## src/shared/hbd_pkg.sv

```systemverilog
// Constants and types shared by the host data port and its write FIFO.
package hbd_pkg;

    // =========================================================================
    // Widths and depths
    localparam int DATA_W     = 16;
    localparam int FIFO_DEPTH = 8;

    // =========================================================================
    // Positions inside the synchronised pin vector
    localparam int PIN_CS     = 0;
    localparam int PIN_RD     = 1;
    localparam int PIN_WR     = 2;
    localparam int PIN_ACK1   = 3;
    localparam int PIN_ACK2   = 4;
    localparam int PIN_DATA   = 5;
    localparam int PIN_W      = PIN_DATA + DATA_W;

    // =========================================================================
    // Reset values
    localparam logic [PIN_W-1:0]  PIN_RST  = 21'h1f_ffff;
    localparam logic [DATA_W-1:0] DATA_RST = 16'h0000;

    typedef enum logic [1:0] {
        BUS_IDLE  = 2'b00,
        BUS_READ  = 2'b01,
        BUS_WRITE = 2'b10
    } bus_state_t;

endpackage : hbd_pkg

```

## src/design/hbd_fifo.sv

```systemverilog
// Synchronous FIFO with valid/ready on both sides.
module hbd_fifo #(
    parameter int WIDTH = 16,
    parameter int DEPTH = 8
) (
    input  wire logic             clk,      // System clock.
    input  wire logic             rst_n,    // Synchronous reset, active low.
    input  wire logic             inValid,  // Producer offers a word.
    output logic                  inReady,  // Room for a word.
    input  wire logic [WIDTH-1:0] inData,   // Word to store.
    output logic                  outValid, // A word is waiting.
    input  wire logic             outReady, // Consumer takes the word.
    output logic      [WIDTH-1:0] outData   // Oldest word.
);
    localparam int AW = $clog2(DEPTH);

    logic [WIDTH-1:0] mem [DEPTH];
    logic [AW-1:0]    wrPtr_r;
    logic [AW-1:0]    rdPtr_r;
    logic [AW:0]      count_r;
    wire              push = inValid & inReady;
    wire              pop  = outValid & outReady;

    assign inReady  = (count_r != (AW+1)'(DEPTH));
    assign outValid = (count_r != '0);
    assign outData  = mem[rdPtr_r];

    function automatic logic [AW-1:0] bump(input logic [AW-1:0] p);
        bump = (p == AW'(DEPTH - 1)) ? '0 : p + 1'b1;
    endfunction : bump

    always_ff @(posedge clk) begin
        if (push) begin
            mem[wrPtr_r] <= inData;
        end
    end

    always_ff @(posedge clk) begin
        if (!rst_n) begin
            wrPtr_r <= '0;
            rdPtr_r <= '0;
            count_r <= '0;
        end else begin
            if (push) begin
                wrPtr_r <= bump(wrPtr_r);
            end
            if (pop) begin
                rdPtr_r <= bump(rdPtr_r);
            end
            count_r <= count_r + (AW+1)'(push) - (AW+1)'(pop);
        end
    end

endmodule : hbd_fifo

```

## src/design/host_bus_dma_request_port.sv

```systemverilog
// Parallel host data port with DMA request routing and a write FIFO.
module host_bus_dma_request_port
    import hbd_pkg::*;
(
    input  wire logic                      clk,        // 200 MHz clock.
    input  wire logic                      rst_n,      // Sync reset, low.
    input  wire logic [hbd_pkg::DATA_W-1:0] busIn,     // Data pins in.
    output logic      [hbd_pkg::DATA_W-1:0] busOut,    // Data pins out.
    output logic                           busOe,      // Data pins driven.
    input  wire logic                      chipSelN,   // Chip select, low.
    input  wire logic                      readN,      // Read strobe, low.
    input  wire logic                      writeN,     // Write strobe, low.
    input  wire logic [hbd_pkg::DATA_W-1:0] rdData,    // Word to return.
    output logic                           rdTaken,    // Read started.
    output logic                           wrValid,    // FIFO word ready.
    input  wire logic                      wrReady,    // Sink takes word.
    output logic      [hbd_pkg::DATA_W-1:0] wrData,    // FIFO word.
    output logic                           wrSpace,    // FIFO has room.
    output logic                           wrOverflow, // Write lost, sticky.
    input  wire logic                      hcNeed,     // Host ctrl wants DMA.
    input  wire logic                      dcNeed,     // Periph ctrl wants DMA.
    input  wire logic                      sharedDma,  // Shared channel bit.
    input  wire logic                      hcReqHigh,  // Req1 active high.
    input  wire logic                      hcAckHigh,  // Ack1 active high.
    input  wire logic                      dcReqHigh,  // Req2 active high.
    input  wire logic                      dcAckHigh,  // Ack2 active high.
    input  wire logic                      dmaAck1,    // First ack pin.
    input  wire logic                      dmaAck2,    // Second ack pin.
    output logic                           dmaReq1,    // First request pin.
    output logic                           dmaReq2,    // Second request pin.
    output logic                           hcGrant,    // Host ctrl granted.
    output logic                           dcGrant     // Periph ctrl granted.
);
    import hbd_pkg::*;

    // =========================================================================
    // Pin synchronisers: a change counts once stages two and three agree.
    logic [PIN_W-1:0] s1_r;
    logic [PIN_W-1:0] s2_r;
    logic [PIN_W-1:0] s3_r;
    logic [PIN_W-1:0] pin_r;
    logic [PIN_W-1:0] pinIdle;

    // Reset loads each pin's idle level. The acknowledge bits take their
    // inactive level, so no grant can show before the pins are seen.
    always_comb begin
        pinIdle           = PIN_RST;
        pinIdle[PIN_ACK1] = ~hcAckHigh;
        pinIdle[PIN_ACK2] = ~dcAckHigh;
    end

    function automatic logic [PIN_W-1:0] agree(
        input logic [PIN_W-1:0] a,
        input logic [PIN_W-1:0] b,
        input logic [PIN_W-1:0] hold);
        agree = (a & b) | (hold & (a ^ b));
    endfunction : agree

    always_ff @(posedge clk) begin
        if (!rst_n) begin
            s1_r  <= pinIdle;
            s2_r  <= pinIdle;
            s3_r  <= pinIdle;
            pin_r <= pinIdle;
        end else begin
            s1_r  <= {busIn, dmaAck2, dmaAck1, writeN, readN, chipSelN};
            s2_r  <= s1_r;
            s3_r  <= s2_r;
            pin_r <= agree(s2_r, s3_r, pin_r);
        end
    end

    // =========================================================================
    // Access decode; strobes count only under chip select.
    wire              selected = ~pin_r[PIN_CS];
    wire              rdActive = selected & ~pin_r[PIN_RD];
    wire              wrActive = selected & ~pin_r[PIN_WR];
    wire [DATA_W-1:0] pinData  = pin_r[PIN_DATA +: DATA_W];

    bus_state_t state_r;
    bus_state_t state_nxt;
    logic       fifoInReady;
    wire        rdStart = (state_r == BUS_IDLE) & rdActive;
    // Data is sampled in the cycle the strobe is first seen, through the same synchroniser, so it is stable.
    wire        wrStart = (state_r == BUS_IDLE) & wrActive & ~rdActive;
    wire        push    = wrStart & fifoInReady;

    always_comb begin
        state_nxt = state_r;
        case (state_r)
            BUS_IDLE: begin
                if (rdActive) begin
                    state_nxt = BUS_READ;
                end else if (wrActive) begin
                    state_nxt = BUS_WRITE;
                end
            end
            BUS_READ: begin
                if (!rdActive) begin
                    state_nxt = BUS_IDLE;
                end
            end
            BUS_WRITE: begin
                if (!wrActive) begin
                    state_nxt = BUS_IDLE;
                end
            end
            default: state_nxt = BUS_IDLE;
        endcase
    end

    logic [DATA_W-1:0] busOut_r;
    logic              busOe_r;
    logic              rdTaken_r;
    logic              wrOverflow_r;
    logic              wrSpace_r;

    always_ff @(posedge clk) begin
        if (!rst_n) begin
            state_r      <= BUS_IDLE;
            busOut_r     <= DATA_RST;
            busOe_r      <= 1'b0;
            rdTaken_r    <= 1'b0;
            wrOverflow_r <= 1'b0;
            wrSpace_r    <= 1'b0;
        end else begin
            state_r      <= state_nxt;
            busOe_r      <= (state_nxt == BUS_READ);
            rdTaken_r    <= rdStart;
            wrSpace_r    <= fifoInReady;
            // A write to a full FIFO is lost; the sticky flag reports it.
            wrOverflow_r <= wrOverflow_r | (wrStart & ~fifoInReady);
            if (rdStart) begin
                busOut_r <= rdData;
            end
        end
    end

    hbd_fifo #(
        .WIDTH (DATA_W),
        .DEPTH (FIFO_DEPTH)
    ) u_fifo (
        .clk      (clk),
        .rst_n    (rst_n),
        .inValid  (wrStart),
        .inReady  (fifoInReady),
        .inData   (pinData),
        .outValid (wrValid),
        .outReady (wrReady),
        .outData  (wrData)
    );

    // =========================================================================
    // DMA request and acknowledge routing.
    wire ack1On  = (pin_r[PIN_ACK1] == hcAckHigh);
    wire ack2On  = (pin_r[PIN_ACK2] == dcAckHigh);
    wire need1   = sharedDma ? (hcNeed | dcNeed) : hcNeed;
    wire need2   = ~sharedDma & dcNeed;

    logic dmaReq1_r;
    logic dmaReq2_r;
    logic hcGrant_r;
    logic dcGrant_r;
    logic ownerDc_r;

    always_ff @(posedge clk) begin
        if (!rst_n) begin
            dmaReq1_r <= 1'b0;
            dmaReq2_r <= 1'b0;
            hcGrant_r <= 1'b0;
            dcGrant_r <= 1'b0;
            ownerDc_r <= 1'b0;
        end else begin
            dmaReq1_r <= need1 ? hcReqHigh : ~hcReqHigh;
            dmaReq2_r <= need2 ? dcReqHigh : ~dcReqHigh;
            // The shared channel owner is frozen while the first acknowledge is active,
            // so an acknowledge never switches controllers mid-burst.
            if (!ack1On) begin
                ownerDc_r <= ~hcNeed & dcNeed;
            end
            hcGrant_r <= ack1On & ~(sharedDma & ownerDc_r);
            dcGrant_r <= sharedDma ? ack1On & ownerDc_r : ack2On;
        end
    end

    assign busOut     = busOut_r;
    assign busOe      = busOe_r;
    assign rdTaken    = rdTaken_r;
    assign wrSpace    = wrSpace_r;
    assign wrOverflow = wrOverflow_r;
    assign dmaReq1    = dmaReq1_r;
    assign dmaReq2    = dmaReq2_r;
    assign hcGrant    = hcGrant_r;
    assign dcGrant    = dcGrant_r;
endmodule : host_bus_dma_request_port

```

## config.mk

```make
export PLATFORM = sky130hd
export DESIGN_NAME = host_bus_dma_request_port
export DESIGN_NICKNAME = d
export VERILOG_FILES = /design/src/shared/hbd_pkg.sv /design/src/design/hbd_fifo.sv /design/src/design/host_bus_dma_request_port.sv
export SDC_FILE = /design/constraint.sdc
export NUM_CORES = 1
export LEC_CHECK = 0
export BUFFER_PORTS_ARGS = -buffer_cell sky130_fd_sc_hd__buf_2
export CORE_MARGIN = 2
export CORE_UTILIZATION = 45
export DETAILED_ROUTE_END_ITERATION = 7
export PLACE_DENSITY_LB_ADDON = 0.25
export REMOVE_ABC_BUFFERS = 1
export SLEW_MARGIN = 10
export SYNTH_ARGS = -nofsm -noshare
export SYNTH_HDL_FRONTEND = slang
export SYNTH_HIERARCHICAL = 1
export SYNTH_SLANG_ARGS = --single-unit
```

## constraint.sdc

```tcl
create_clock -name clk -period 5.4 [get_ports clk]
set_clock_uncertainty 0.15 [all_clocks]
set_input_delay 0.54 -clock clk [delete_from_list [all_inputs] [get_ports clk]]
set_output_delay 0.54 -clock clk [all_outputs]
set_load 0.005 [all_outputs]
```

==> impl_metrics.ini <==
[cts]
htree_levels = 1
hold_buffers = 0
cts_resized = 0
cts_made_buffers = 26
clockBufferDepth = 3
post_cts_buffers = 0
numClockSinks = 252
path_clk_slew_ps = 60
cts_tree = yes
cts_root_buf = clkbuf_16
clkLatencyLatePin_ps = 510

[timing]
fin_crit_sh_pct = 56.5
setup_viol = 0
timing.fmax_mhz = 328
slew_viol_final = 0
tightest_slew_ps = 1120
grt_setup_unrepaired = no
relSlewSlack_pct = 25.0
hold_viol = 0
min_period_ps = 3050
setup_tns_ps = 0

[worst_setup_path]
cp.required_ps = 4710
crit_path_end_kind = output port
critPathMaxFanout = 32
r2r-start = u_fifo/count_r[2]$_SDFF_PN0_
rrSetupSlack_ps = 2710
worstPathArrival_ps = 2360
cp-start-kind = flop
rr_endpoint = u_fifo/count_r[2]$_SDFF_PN0_
reg2regPathDepth = 10
path_class = reg2out

[hold_path]
min_to = s1_r[13]$_SDFF_PN1_
hold_depth = 2
hp-start = busIn[8]
hp-class = in2reg

[floorplan]
die_width_microns = 147
die_h_microns = 147
core_region_area_sq_um = 20200
start_util_pct = 45.6
rows = 52
dieArea_sq_um = 21600
ios = 88

[synthesis]
async_reset_ff_share_pct = 0
seq_area_frac_synth_pct = 68.8
synth_cell_types = 42
synth-simple-area-share_pct = 8.69
syn_inst = 580
muxShareOfSynthArea_pct = 11.7
synth_top_family_by_area = multiplexers
syn_avg_cell_area_sq_um = 15.9
yosysWarnings = 6
synth-seq-cells = 252
synth_compound_area_share_pct = 3.73
synth_fa_ha_area_share_pct = 4.43
yosys_most_used_dff = edfxtp_1
synth_xor_area_share_pct = 0.476
synth-edff-count = 128
syn-cell-area_sq_um = 9200

[final_layout]
syn_to_final_growth_pct = 17.7
layout_common_cells = edfxtp_1, dfxtp_1, buf_2
nets = 751
drive_above_1_share_pct = 24.2
fillers = 1648
n_antenna_cell = 0
final_area_sq_um = 10800
final_common_cell = edfxtp_1

[run_status]
outcome = finished clean

[drt]
drt-total-wl_microns = 16000
via_per_inst = 5.05
drtIter0Drc = 221
firstDrtPassIters = 5
ant_nets = 0
num_vias = 4857
drc = 0
wl_per_cell_microns = 16.7

[pwr]
p_total_w = 0.00439
power_density_nw_per_um2 = 406
irDropWorstVdd_mv = 0.240
p_leak_nw = 3.95

[global_route]
antenna_found_initial = 0
grt_start_max_net_pins = 97
grt_pass1_wl_microns = 25600
overflow = 0
grt_pass1_vias = 4986
track_usage_pct = 15.0

[placement]
io_buffers = 87
dp_hpwl_microns = 9380
placed_area_sq_um = 9910
gp_congestion = 0.693

[run]
maxCapViolations = 0
[through the flow]
| stage | utilization (%) | std cells | hold slack (ps) | setup WS, ps |
|---|---|---|---|---|
| 2_1_floorplan | - | 551 | 236 | 2380 |
| 3_3_place_gp | 49.1 | 913 | 238 | 2790 |
| 3_5_place_dp | 49.1 | 913 | 242 | 2690 |
| 4_1_cts | 53.6 | 960 | 31.0 | 2290 |
| 5_1_grt | 53.7 | 961 | 36.4 | 2240 |
| 6_report | 53.7 | 961 | 51.2 | 2350 |
[logic make-up (layout without fill, tap and decap cells)]
group,after synthesis,count (layout)
DFF,252,252
and+or+nand+nor,146,146
muxes,55,55
AOI/OAI and AO/OA,51,51
buffers and inverters,39,150
adders and majority gates,32,32
xor gates and xnor gates,5,5
[synth_stat cells (2+ instances only)]
| library cell | n | area (sq um) |
|---|---|---|
| a211oi_1 | 2 | 15.0 |
| mux2i_1 | 7 | 70.1 |
| nor3_1 | 4 | 20.0 |
| clkbuf_1 | 10 | 37.5 |
| inv_1 | 10 | 37.5 |
| nand2b_1 | 61 | 382 |
| nand3_1 | 18 | 90.1 |
| o21ai_0 | 17 | 85.1 |
| mux4_1 | 28 | 736 |
| dfxtp_1 | 124 | 2480 |
| and2_1 | 4 | 25.0 |
| buf_2 | 7 | 35.0 |
| buf_1 | 4 | 15.0 |
| edfxtp_1 | 128 | 3840 |
| ha_1 | 31 | 388 |
| nor2b_1 | 2 | 12.5 |
| xnor2_1 | 2 | 17.5 |
| a211o_1 | 18 | 158 |
| nor4_1 | 3 | 18.8 |
| a21oi_1 | 6 | 30.0 |
| xor2_1 | 3 | 26.3 |
| buf_6 | 6 | 67.6 |
| nand2_1 | 32 | 120 |
| mux2_2 | 16 | 180 |
| nor2_1 | 13 | 48.8 |
| mux4_2 | 4 | 90.1 |
| o21ai_1 | 4 | 20.0 |
| clkbuf_2 | 2 | 10.0 |
[worst max-delay path, stage by stage, from the launching register on]
cell     delay, ps
dfxtp_1        310
buf_4          460
mux4_1         630
mux2_2         300
buf_2          130
[report_power, final]
part / leakage [nW] / internal [W] / switching (W)
Combinational: 1.36 / 0.000238 / 0.000191
Clock: 0.451 / 0.00115 / 0.000693
Sequential: 2.14 / 0.00206 / 0.0000583
Total: 3.95 / 0.00345 / 0.000943
[layer usage]
metal / track usage [%] / share of wire (%) / vias up
li1: - / - / 2342
met1: 20.0 / 45 / 2360
met2: 25.1 / 47 / 133
met4: 3.85 / 1.9 / 0
met3: 3.54 / 6.0 / 22
met5: 0 / 0 / -
[area by class of cell]
cell class	count	area [sq um]	area share, %
sequential	252	6330	58.5
multi-input combinational	289	2730	25.2
clock buffer	35	737	6.81
timing repair buffer	93	487	4.50
tap	270	338	3.12
clock inverter	12	169	1.56
inverter	10	37.5	0.347
[registers in the layout, summed over array words and instances, names as in the netlist, 2 cells and up, named ones only]
signal,count
u_fifo/mem,128
pin_r,21
s1_r,21
s2_r,21
s3_r,21
busOut,16
u_fifo/count_r,4
u_fifo/rdPtr_r,3
u_fifo/wrPtr_r,3
state_r,2
[how the worst max path moves through the flow]
stage                                 start                            to  slack (ps)  cells after the start
6_report                               flop                     wrData[6]        2350                      4
5_1_grt                                flop                     wrData[6]        2240                      4
2_1_floorplan  u_fifo/count_r[2]$_SDFF_PN0_    u_fifo/mem[0][0]$_DFFE_PP_        2380                      5
3_3_place_gp   u_fifo/count_r[2]$_SDFF_PN0_  u_fifo/count_r[2]$_SDFF_PN0_        2790                     10
3_5_place_dp   u_fifo/count_r[2]$_SDFF_PN0_  u_fifo/count_r[2]$_SDFF_PN0_        2690                     10
4_1_cts                                flop                     wrData[7]        2290                      4
Note: power is estimated with default switching activity, not from simulation.
